**src/core/dctc_consts.svh**
```systemverilog
`ifndef DCTC_CONSTS_SVH
`define DCTC_CONSTS_SVH

// ----------------------------------------------------------------
// Register indexes (byte address is four times the index)
// ----------------------------------------------------------------
`define DCTC_IDX_SHORT_CTRL   5'h00
`define DCTC_IDX_COMMON_CTRL  5'h01
`define DCTC_IDX_LONG_CTRL    5'h02
`define DCTC_IDX_SYNC_CTRL    5'h03
`define DCTC_IDX_SHORT_RLD    5'h04
`define DCTC_IDX_LONG_RLD_LO  5'h06
`define DCTC_IDX_LONG_RLD_HI  5'h07
`define DCTC_IDX_CAP_LO       5'h08
`define DCTC_IDX_CAP_HI       5'h09
`define DCTC_IDX_IRQ_STAT     5'h10
`define DCTC_IDX_IRQ_CLR      5'h11
`define DCTC_IDX_IRQ_EN       5'h12

// ----------------------------------------------------------------
// Short and long counter control fields
// ----------------------------------------------------------------
`define DCTC_B_ENABLE    7
`define DCTC_B_TIMEOUT   5
`define DCTC_B_CLK_HI    4
`define DCTC_B_CLK_LO    3
`define DCTC_B_SINGLE    2
`define DCTC_B_TO_MASK   1
`define DCTC_B_PIN_SEL   0

// ----------------------------------------------------------------
// Common control fields
// ----------------------------------------------------------------
`define DCTC_B_PINGPONG  7
`define DCTC_B_THIRD_EN  6
`define DCTC_B_FUNC_HI   5
`define DCTC_B_FUNC_LO   4
`define DCTC_B_EDGE_MODE 3
`define DCTC_B_DEMOD     2
`define DCTC_B_CAP_FLAG  1
`define DCTC_B_CAP_MASK  0

// ----------------------------------------------------------------
// Sync control and interrupt fields
// ----------------------------------------------------------------
`define DCTC_B_LONG_RUN  7
`define DCTC_B_SHORT_RUN 6
`define DCTC_B_SYNC_MODE 5
`define DCTC_B_IRQ_SHORT 0
`define DCTC_B_IRQ_LONG  1
`define DCTC_B_IRQ_CAP   2

// ----------------------------------------------------------------
// Reset values and timing
// ----------------------------------------------------------------
`define DCTC_RST_CTRL    8'h00
`define DCTC_RST_RLD     8'h00
`define DCTC_PRE_W       3

`endif

```
**src/core/dctc_pkg.sv**
```systemverilog
package dctc_pkg;

    // Captured AHB address phase
    typedef struct packed {
        logic       valid;
        logic       write;
        logic [4:0] idx;
    } dctc_dphase_t;

    // Timer pin outputs
    typedef struct packed {
        logic third;
        logic second;
        logic first;
    } dctc_pins_t;

    // Logic combination on the third pin
    typedef enum logic [1:0] {
        DCTC_FN_AND  = 2'h0,
        DCTC_FN_OR   = 2'h1,
        DCTC_FN_NOR  = 2'h2,
        DCTC_FN_NAND = 2'h3
    } dctc_func_t;

endpackage : dctc_pkg

```
**src/core/dctc_top.sv**
```systemverilog
// Implementation choice: the AHB-Lite interface to the registers.
`timescale 1ns/100ps
`include "dctc_consts.svh"
module dctc_top #(
    parameter int SHORT_W = 8,
    parameter int LONG_W  = 16
) (
    input  wire logic                core_clk,
    input  wire logic                sys_rst,
    input  wire logic                hsel,
    input  wire logic [31:0]         haddr,
    input  wire logic [1:0]          htrans,
    input  wire logic                hwrite,
    input  wire logic [2:0]          hsize,
    input  wire logic [31:0]         hwdata,
    input  wire logic                hready,
    output logic                     hreadyout,
    output logic                     hresp,
    output logic [31:0]              hrdata,
    input  wire logic                demod_in,
    input  wire logic [2:0]          port_out,
    output dctc_pkg::dctc_pins_t     timer_pins,
    output logic                     short_irq,
    output logic                     long_irq,
    output logic                     irq
);

    // ------------------------------------------------------------
    // AHB-Lite slave
    // ------------------------------------------------------------
    dctc_pkg::dctc_dphase_t dp;
    logic                   rd_ready;
    logic [7:0]             rd_mux;

    // Address phase accepted when selected, busy-free and ready
    wire       addr_take = hsel & htrans[1] & hready;
    wire       rd_wait   = dp.valid & ~dp.write & ~rd_ready;
    wire       wr_stb    = dp.valid & dp.write;
    wire [7:0] wd        = hwdata[7:0];

    assign hreadyout = ~rd_wait;
    assign hresp     = 1'b0;

    // Write strobes per register
    wire wr_short  = wr_stb & (dp.idx == `DCTC_IDX_SHORT_CTRL);
    wire wr_common = wr_stb & (dp.idx == `DCTC_IDX_COMMON_CTRL);
    wire wr_long   = wr_stb & (dp.idx == `DCTC_IDX_LONG_CTRL);
    wire wr_sync   = wr_stb & (dp.idx == `DCTC_IDX_SYNC_CTRL);
    wire wr_srld   = wr_stb & (dp.idx == `DCTC_IDX_SHORT_RLD);
    wire wr_lrld_l = wr_stb & (dp.idx == `DCTC_IDX_LONG_RLD_LO);
    wire wr_lrld_h = wr_stb & (dp.idx == `DCTC_IDX_LONG_RLD_HI);
    wire wr_iclr   = wr_stb & (dp.idx == `DCTC_IDX_IRQ_CLR);
    wire wr_ien    = wr_stb & (dp.idx == `DCTC_IDX_IRQ_EN);

    // Address phase capture; held while a read waits
    always_ff @(posedge core_clk) begin
        if (sys_rst) begin
            dp <= '0;
        end else if (hreadyout) begin
            dp.valid <= addr_take;
            dp.write <= hwrite;
            dp.idx   <= haddr[6:2];
        end
    end

    // One wait state on reads, data from a flip-flop
    always_ff @(posedge core_clk) begin
        if (sys_rst) begin
            rd_ready <= 1'b0;
            hrdata   <= 32'h0000_0000;
        end else begin
            rd_ready <= rd_wait;
            if (rd_wait) begin
                hrdata <= {24'h00_0000, rd_mux};
            end
        end
    end

    // ------------------------------------------------------------
    // Control registers
    // ------------------------------------------------------------
    logic [4:0]        short_cfg;
    logic [4:0]        long_cfg;
    logic [7:0]        common_cfg;
    logic              sync_mode;
    logic [1:0]        en;
    logic              short_to;
    logic              long_to;
    logic              cap_flag;
    logic [7:0]        short_rld;
    logic [15:0]       long_rld;
    logic [15:0]       capture;
    logic [2:0]        irq_stat;
    logic [2:0]        irq_en;

    wire       pingpong  = common_cfg[`DCTC_B_PINGPONG];
    wire       demod     = common_cfg[`DCTC_B_DEMOD];
    wire       edge_mode = common_cfg[`DCTC_B_EDGE_MODE];
    wire [1:0] single    = {long_cfg[`DCTC_B_SINGLE],
                            short_cfg[`DCTC_B_SINGLE]};

    // Settings written by software
    always_ff @(posedge core_clk) begin
        if (sys_rst) begin
            short_cfg  <= 5'(`DCTC_RST_CTRL);
            long_cfg   <= 5'(`DCTC_RST_CTRL);
            common_cfg <= `DCTC_RST_CTRL;
            sync_mode  <= 1'b0;
            short_rld  <= `DCTC_RST_RLD;
            long_rld   <= {`DCTC_RST_RLD, `DCTC_RST_RLD};
            irq_en     <= 3'h0;
        end else begin
            if (wr_short)  short_cfg  <= wd[4:0];
            if (wr_long)   long_cfg   <= wd[4:0];
            if (wr_common) common_cfg <= wd;
            if (wr_sync)   sync_mode  <= wd[`DCTC_B_SYNC_MODE];
            if (wr_srld)   short_rld  <= wd;
            if (wr_lrld_l) long_rld[7:0]  <= wd;
            if (wr_lrld_h) long_rld[15:8] <= wd;
            if (wr_ien)    irq_en     <= wd[2:0];
        end
    end

    // ------------------------------------------------------------
    // Count ticks
    // ------------------------------------------------------------
    logic [`DCTC_PRE_W-1:0] pre;
    logic [1:0]             tick;
    logic [1:0]             tc;
    logic [1:0]             next_en;
    logic [1:0]             start;
    logic [LONG_W-1:0]      cnt [2];
    logic [LONG_W-1:0]      rld [2];
    logic [1:0]             tout;
    logic                   cap_evt;

    wire [1:0] clk_sel [2];
    assign clk_sel[0] = short_cfg[`DCTC_B_CLK_HI:`DCTC_B_CLK_LO];
    assign clk_sel[1] = long_cfg[`DCTC_B_CLK_HI:`DCTC_B_CLK_LO];
    assign rld[0]     = LONG_W'(short_rld[SHORT_W-1:0]);
    assign rld[1]     = long_rld[LONG_W-1:0];

    // Free-running prescaler, cleared for an aligned start
    always_ff @(posedge core_clk) begin
        if (sys_rst) begin
            pre <= '0;
        end else if (sync_mode & (|start)) begin
            pre <= '0;
        end else begin
            pre <= pre + 1'b1;
        end
    end

    // ------------------------------------------------------------
    // Enables: software, single-pass stop, ping-pong, sync
    // ------------------------------------------------------------
    logic [1:0] req_en;

    always_comb begin
        req_en = en;
        if (pingpong) begin
            if (tc[0]) begin
                req_en = 2'b10;
            end else if (tc[1]) begin
                req_en = 2'b01;
            end
        end else begin
            req_en = en & ~(tc & single);
        end
        if (wr_short) req_en[0] = wd[`DCTC_B_ENABLE];
        if (wr_long)  req_en[1] = wd[`DCTC_B_ENABLE];
        if (wr_sync) begin
            req_en = {wd[`DCTC_B_LONG_RUN],
                      wd[`DCTC_B_SHORT_RUN]};
        end
    end

    // Sync mode: either start brings both up together
    assign next_en = req_en |
                     {2{sync_mode & (|(req_en & ~en))}};
    assign start   = next_en & ~en;

    always_ff @(posedge core_clk) begin
        if (sys_rst) begin
            en <= 2'b00;
        end else begin
            en <= next_en;
        end
    end

    // ------------------------------------------------------------
    // Per-counter datapath
    // ------------------------------------------------------------
    for (genvar c = 0; c < 2; c++) begin : g_cnt
        // Tick when the selected low prescaler bits are all ones;
        // outside sync mode enable is not phase aligned so the first tick may be short
        wire [`DCTC_PRE_W-1:0] sel_mask =
            `DCTC_PRE_W'((4'h1 << clk_sel[c]) - 4'h1);
        assign tick[c] = ((pre & sel_mask) == sel_mask);
        assign tc[c]   = en[c] & tick[c] & (cnt[c] == '0);

        wire load = start[c] | (tc[c] & ~single[c]) |
                    ((c == 1) & cap_evt);

        always_ff @(posedge core_clk) begin
            if (sys_rst) begin
                cnt[c]  <= '0;
                tout[c] <= 1'b0;
            end else begin
                if (load) begin
                    cnt[c] <= rld[c];
                end else if (en[c] & tick[c]) begin
                    cnt[c] <= cnt[c] - 1'b1;
                end
                if (tc[c]) begin
                    tout[c] <= ~tout[c];
                end
            end
        end
    end

    // ------------------------------------------------------------
    // Demodulation capture on the long counter
    // ------------------------------------------------------------
    logic demod_prev;
    logic first_seen;

    wire in_edge = demod_in ^ demod_prev;
    assign cap_evt = demod & en[1] & in_edge &
                     (~edge_mode | ~first_seen);

    always_ff @(posedge core_clk) begin
        if (sys_rst) begin
            demod_prev <= 1'b0;
            first_seen <= 1'b0;
            capture    <= 16'h0000;
        end else begin
            demod_prev <= demod_in;
            if (start[1] | ~demod) begin
                first_seen <= 1'b0;
            end else if (cap_evt) begin
                first_seen <= 1'b1;
            end
            if (cap_evt) begin
                capture <= 16'(cnt[1]);
            end
        end
    end

    // ------------------------------------------------------------
    // Clear-on-one flags; a set in the clearing cycle wins
    // ------------------------------------------------------------
    wire clr_sto = wr_short  & wd[`DCTC_B_TIMEOUT];
    wire clr_lto = wr_long   & wd[`DCTC_B_TIMEOUT];
    wire clr_cap = wr_common & wd[`DCTC_B_CAP_FLAG];

    always_ff @(posedge core_clk) begin
        if (sys_rst) begin
            short_to <= 1'b0;
            long_to  <= 1'b0;
            cap_flag <= 1'b0;
        end else begin
            short_to <= (short_to & ~clr_sto) | tc[0];
            long_to  <= (long_to & ~clr_lto) | tc[1];
            cap_flag <= (cap_flag & ~clr_cap) | cap_evt;
        end
    end

    // ------------------------------------------------------------
    // Interrupts
    // ------------------------------------------------------------
    wire [2:0] irq_evt = {cap_evt, tc[1], tc[0]};
    wire [2:0] irq_clr = wr_iclr ? wd[2:0] : 3'h0;

    always_ff @(posedge core_clk) begin
        if (sys_rst) begin
            irq_stat <= 3'h0;
        end else begin
            irq_stat <= (irq_stat & ~irq_clr) | irq_evt;
        end
    end

    // Two source lines plus the combined level
    always_ff @(posedge core_clk) begin
        if (sys_rst) begin
            short_irq <= 1'b0;
            long_irq  <= 1'b0;
            irq       <= 1'b0;
        end else begin
            short_irq <= short_to & short_cfg[`DCTC_B_TO_MASK];
            long_irq  <= (long_to & long_cfg[`DCTC_B_TO_MASK]) |
                         (cap_flag & common_cfg[`DCTC_B_CAP_MASK]);
            irq       <= |(irq_stat & irq_en);
        end
    end

    // ------------------------------------------------------------
    // Timer pin routing
    // ------------------------------------------------------------
    dctc_pkg::dctc_func_t func;
    logic                 comb_out;

    assign func = dctc_pkg::dctc_func_t'(
                  common_cfg[`DCTC_B_FUNC_HI:`DCTC_B_FUNC_LO]);

    // Combination of both counter outputs
    always_comb begin
        case (func)
            dctc_pkg::DCTC_FN_AND:  comb_out = tout[0] & tout[1];
            dctc_pkg::DCTC_FN_OR:   comb_out = tout[0] | tout[1];
            dctc_pkg::DCTC_FN_NOR:  comb_out = ~(tout[0] | tout[1]);
            dctc_pkg::DCTC_FN_NAND: comb_out = ~(tout[0] & tout[1]);
            default:                comb_out = 1'b0;
        endcase
    end

    always_ff @(posedge core_clk) begin
        if (sys_rst) begin
            timer_pins <= '0;
        end else begin
            timer_pins.first  <= short_cfg[`DCTC_B_PIN_SEL] ?
                                 tout[0] : port_out[0];
            timer_pins.second <= long_cfg[`DCTC_B_PIN_SEL] ?
                                 tout[1] : port_out[1];
            timer_pins.third  <= common_cfg[`DCTC_B_THIRD_EN] ?
                                 comb_out : port_out[2];
        end
    end

    // ------------------------------------------------------------
    // Read selection
    // ------------------------------------------------------------
    wire [7:0] rd_short  = {en[0], 1'b0, short_to, short_cfg};
    wire [7:0] rd_long   = {en[1], 1'b0, long_to, long_cfg};
    wire [7:0] rd_common = {common_cfg[7:2], cap_flag, common_cfg[0]};
    wire [7:0] rd_sync   = {en[1], en[0], sync_mode, 5'h00};

    assign rd_mux =
        (dp.idx == `DCTC_IDX_SHORT_CTRL)  ? rd_short  :
        (dp.idx == `DCTC_IDX_COMMON_CTRL) ? rd_common :
        (dp.idx == `DCTC_IDX_LONG_CTRL)   ? rd_long   :
        (dp.idx == `DCTC_IDX_SYNC_CTRL)   ? rd_sync   :
        (dp.idx == `DCTC_IDX_SHORT_RLD)   ? short_rld :
        (dp.idx == `DCTC_IDX_LONG_RLD_LO) ? long_rld[7:0]  :
        (dp.idx == `DCTC_IDX_LONG_RLD_HI) ? long_rld[15:8] :
        (dp.idx == `DCTC_IDX_CAP_LO)      ? capture[7:0]   :
        (dp.idx == `DCTC_IDX_CAP_HI)      ? capture[15:8]  :
        (dp.idx == `DCTC_IDX_IRQ_STAT)    ? {5'h00, irq_stat} :
        (dp.idx == `DCTC_IDX_IRQ_EN)      ? {5'h00, irq_en}   :
                                            8'h00;

endmodule : dctc_top

```
**config.mk**
```make
export PLATFORM = sky130hd
export DESIGN_NAME = dctc_top
export DESIGN_NICKNAME = d
export VERILOG_FILES = /design/src/core/dctc_pkg.sv /design/src/core/dctc_top.sv
export VERILOG_INCLUDE_DIRS = /design/src /design/src/core
export SDC_FILE = /design/constraint.sdc
export NUM_CORES = 1
export LEC_CHECK = 0
export ABC_AREA = 0
export BUFFER_PORTS_ARGS = -buffer_cell sky130_fd_sc_hd__buf_2
export CAP_MARGIN = 20
export CORE_MARGIN = 2
export CORE_UTILIZATION = 40
export DETAILED_ROUTE_END_ITERATION = 6
export PLACE_DENSITY_LB_ADDON = 0.15
export SLEW_MARGIN = 40
export SYNTH_ARGS = -nofsm -noshare
export SYNTH_HDL_FRONTEND = slang
export SYNTH_SLANG_ARGS = --single-unit
export TNS_END_PERCENT = 100
```
**constraint.sdc**
```tcl
create_clock -name core_clk -period 4.2 [get_ports core_clk]
set_clock_uncertainty 0.2 [all_clocks]
set_input_delay 0.21 -clock core_clk [delete_from_list [all_inputs] [get_ports core_clk]]
set_output_delay 0.21 -clock core_clk [all_outputs]
set_load 0.01 [all_outputs]
```
Word-level counts from Yosys, hierarchy flattened. Memories as Yosys holds them, arrays and structs flattened. Index checks and enable logic that the tools add are counted.

Register bits: 99. Memory bits (writable): 32. Input port bits: 78. Output and inout port bits: 40. Logic and storage cells: 183. Memories: 1.

Memories: cnt (words 2, width 16, read ports 2, clocked after memory_dff 0, write ports 2, RTL line dctc_top.sv:132) `logic [LONG_W-1:0] cnt [2];`.

$add $sub $neg: 5. Eq/ne operators: 16. Shift-type cells: 2. Mux-type cells: 42. Bitwise operators: 78. Reduce and logical (&&, ||, !) cells: 9.

Operators by type and width (number): $mux W8 (9); $mux W16 (4); $and A1 B1 Y1 (35); $logic_not A16 Y1 (2); $sub A16 B1 Y16 const B (2); $mux W1 (21); $eq A5 B3 Y1 const B (3); $eq A5 B5 Y1 const B (3); $not A1 Y1 (15); $or A1 B1 Y1 (14); $and A3 B3 Y3 (4); $eq A5 B2 Y1 const B (2); $eq A5 B4 Y1 const B (2); $mux W3 (3); $and A2 B2 Y2 (4); $mux W2 (4); $reduce_or A2 Y1 (4); $eq A3 B3 Y1 (2); $shl A1 B2 Y3 const A (2); $sub A3 B1 Y3 const B (2); $eq A5 B1 Y1 const B (1); $logic_not A5 Y1 (1); $eq A2 B2 Y1 const B (2); $not A2 Y2 (2); other kinds (9) (9).

Longest topological paths before layout.
Depth in word-level cells: 24. Mapped depth: 9. Mapped depth without buffers: 8.

Worst setup path after synthesis. Ideal clock, no wire load.

Path type: flip-flop to flip-flop. From: memory cnt[1][2]. To: memory cnt[1][0] (enable). Library setup time: 376 ps. Arrival: 2601 ps. Required time: 3624 ps. Slack: 1024 ps. Cell stages (with the launch flop): 8. Path buffers: 1. Clock period less this slack: 3176 ps. Cell sequence: edfxtp_1 > nor4_4 > nand3b_1 > or4_4 > a2111oi_1 > buf_2 > nor3_1 > nand3b_1.

RTL lines (RTL line): from (decl) (dctc_top.sv:132).

==> metrics.log <==
INFO  metric run_status = complete, no violations
INFO  metric gr-usage-met3 = 4.35%
INFO  metric clock_transition_at_the_registers_of_the_reported_paths = 0.05 ns
INFO  metric die_width = 134 um
INFO  metric route.detailed.wl_per_inst = 18.7 um
INFO  metric mappedNetlistArea = 6770 um^2
INFO  metric worst_path_most_repeated_cell = sky130_fd_sc_hd__buf_4
INFO  metric critical_path.endpoint_type = flop
INFO  metric critical_path_required = 4.11 ns
INFO  metric rsz0062_at_grt = false
INFO  metric power.static_leakage = 2.87 nW
INFO  metric crit_chain = nor4_1 -> and4_1 -> nand3_1 -> o41ai_2 -> buf_4 -> nor3_1 -> nand3b_1 -> buf_4
INFO  metric drt_drc_violations_left = 0
INFO  metric min_period = 3.39 ns
INFO  metric grt_busiest_layer = met2
INFO  metric yosysTopAreaCell = sky130_fd_sc_hd__dfxtp_1
INFO  metric groute.layer.met2.usage = 33.8%
INFO  metric fin_crit_sh = 80.8%
INFO  metric gr-total-overflow = 0
INFO  metric async_reset_ff_share = 0%
INFO  metric synth_seq_cells = 130
INFO  metric tightest_slew = 0.721 ns
INFO  metric cts.sink_count = 130
INFO  metric antenna_viol_nets_final = 0
INFO  metric cpPeakStageDelay = 0.51 ns
INFO  metric vdd_ir_drop_max = 0.000274 V
INFO  metric layout_cell_share_with_drive_strength_beyond_1 = 11.3%
INFO  metric postCtsHoldBufs = 22
INFO  metric critPathSlowestCell = sky130_fd_sc_hd__nor4_1
INFO  metric critical_path.max_fanout = 16
INFO  metric synth-seq-area-share = 43.1%
INFO  metric fp.coreArea = 16600 um^2
INFO  metric antenna-diode-count = 0
INFO  metric tritoncts = built
INFO  metric clock_tree.buffer_depth = 2
INFO  metric root_buffer = sky130_fd_sc_hd__clkbuf_16
INFO  metric synth_top_area_share = 29.0%
INFO  metric fin_area = 7790 um^2
INFO  metric power.density_cell_area = 368 nW/um^2
INFO  metric die-area = 18000 um^2
INFO  metric clock_tree.htree_level_count = 4
INFO  metric gr-usage-all-layers = 22.0%
INFO  metric synth-edff-count = 32
INFO  metric drt_iter0_drc = 483
INFO  metric finalSetupTns = 0 ns
INFO  metric worstPathBufferInverterCount = 2
INFO  metric maximum_number_of_pins_on_one_net_before_global_route_repair = 87
INFO  metric timing_worst_setup_path_type = flop to flop
INFO  metric clock.fmax = 295 MHz
INFO  metric postRouteWirelength = 19.3 mm
INFO  metric grt.met1_usage = 30.5%
INFO  metric rows = 47
INFO  metric kind_of_path_behind_the_tightest_hold_check = flop to flop
INFO  metric cp.arrival = 3.30 ns
INFO  metric whs = 0.246 ns
INFO  metric floorplan.initialDensity = 40.8%
INFO  metric syn_to_layout_area_delta = 14.9%
INFO  metric avgViaCountPerCell = 5.68
INFO  metric total_number_of_vias = 5870
INFO  metric grt_antenna_before_repair = 0
INFO  metric setup.worst_path.start_class = flop
INFO  metric finalMaxSlewViolations = 0
INFO  metric hold_viol_final = 0
INFO  metric timing.critical_path.max_delay_family = simple AND/OR/NAND/NOR gates
INFO  metric clock_latency = 0.42 ns
INFO  metric synth-warning-count = 0
INFO  metric grt_pass1_wl = 30.7 mm
INFO  metric die_height = 134 um
INFO  metric detailed_place_hpwl = 13.6 mm
INFO  metric router_iterations_before_antenna_repair = 5
INFO  metric placed_area = 7060 um^2
INFO  metric netlist_instances = 760
INFO  metric synth_cell_types = 72
INFO  metric place.gp.congestion = 0.884
INFO  metric setup_ws = 0.807 ns
INFO  metric finalNetCount = 884
INFO  metric filler_cell_count = 1636
INFO  metric post_cts.resized_instances = 0
INFO  metric netlist_top_cells_area = sky130_fd_sc_hd__dfxtp_1 (29%), sky130_fd_sc_hd__edfxtp_1 (14%), sky130_fd_sc_hd__mux2i_1 (8.1%)
INFO  metric synthFlopType = sky130_fd_sc_hd__dfxtp_1
INFO  metric io_pins = 118
INFO  metric port_buffers = 37
INFO  metric drv_cap = 0
INFO  metric syn-mean-instance-area = 8.91 um^2
INFO  metric cts_made_buffers = 17
INFO  metric worst_slew_margin_rel = 51.9%
INFO  metric first_global_vias = 5548
INFO  metric post_cts.repair.setup_buffers = 0
INFO  metric total_setup_violations_reported_at_the_end_of_the_flow = 0
INFO  metric dp_worst_setup_slack = 0.834 ns
-- cells in the mapped netlist (all sizes together) (5+ instances only) --
library cell and instances:
buf 37, nor2 78, xnor2 16, o31ai 10
nand2 67, mux2i 55, dfxtp 98, or4 5
and3 5, or3 7, nand3 39, xor2 14
edfxtp 32, o22ai 7, nor4 16, a21oi 65
inv 18, o21ai 26, nand2b 7, o2bb2ai 7
nand3b 8, nor3 22, clkbuf 37, ha 5
o211ai 11
-- metrics by stage --
stage,cells,utilization (%),power (W)
final,1033,47.0,0.00286
after global routing,1033,47.0,0.00296
after CTS,1033,47.0,0.00288
after detailed placement,980,42.6,0.00156
after global placement,979,42.4,0.00156
after floorplan,784,-,0.00151
-- power breakdown --
part	internal, W	switching [W]	total (W)	leakage, nW
Clock	0.000776	0.000530	0.00131	0.255
Sequential	0.00131	0.0000312	0.00134	1.12
Combinational	0.0000784	0.000141	0.000219	1.49
Total	0.00216	0.000702	0.00286	2.87
-- tightest hold or removal path, stage by stage, from the launching register on --
cell and delay (ns):
sky130_fd_sc_hd__dfxtp_1 0.30, sky130_fd_sc_hd__nand2_1 0.05, sky130_fd_sc_hd__a21oi_1 0.05
-- routing by layer --
| layer | up-vias | routed length, um |
|---|---|---|
| met5 | - | 0 |
| met4 | 0 | 571 |
| met3 | 34 | 1180 |
| met2 | 219 | 8620 |
| met1 | 2821 | 8930 |
| li1 | 2796 | - |
-- layout by cell type (no fill, tap or decap), types with 16 or more instances in the layout --
master	count
sky130_fd_sc_hd__nand2_1	67
sky130_fd_sc_hd__dlygate4sd3_1	22
sky130_fd_sc_hd__edfxtp_1	32
sky130_fd_sc_hd__nand3_1	39
sky130_fd_sc_hd__inv_1	18
sky130_fd_sc_hd__nor2_1	78
sky130_fd_sc_hd__xnor2_1	16
sky130_fd_sc_hd__nor3_1	20
sky130_fd_sc_hd__a21oi_1	65
sky130_fd_sc_hd__mux2i_1	55
sky130_fd_sc_hd__dfxtp_1	98
sky130_fd_sc_hd__clkbuf_16	17
sky130_fd_sc_hd__buf_2	36
sky130_fd_sc_hd__o21ai_0	24
sky130_fd_sc_hd__conb_1	25
-- logic make-up after synthesis --
group	synth area share, %
simple gates	20.3
compound gates	16.6
flops	43.1
buf+inv	6.80
mux	8.29
xor+xnor	3.88
fa+ha+maj	0.924
other cells	0.0554
-- state kept, by name, summed over array words and instances, names as in the netlist, 2 cells and up --
signal      flops
capture        16
cnt            32
common_cfg      7
dp              7
en              2
hrdata          8
irq_en          3
irq_stat        3
long_cfg        5
long_rld       16
pre             3
short_cfg       5
short_rld       8
timer_pins      3
tout            2
-- cell type report --
type | instances | area [um^2] | area share, %
tap | 220 | 275 | 3.54
multi-input combinational | 561 | 3500 | 44.9
clock buffer | 25 | 475 | 6.11
inverter | 19 | 71.3 | 0.916
timing repair buffer | 72 | 513 | 6.59
sequential | 130 | 2920 | 37.5
clock inverter | 6 | 31.3 | 0.402
-- path summary, 6_finish.rpt --
path               from   endpoint  slack (ns)  depth (start not counted)
max reg2reg  cnt[0][12]  cnt[1][9]        0.81                          8
max          cnt[0][12]  cnt[1][9]        0.81                          8
min reg2reg   hrdata[7]  hrdata[7]        0.25                          2
min           hrdata[7]  hrdata[7]        0.25                          2
(Power assumes the default switching activity.)
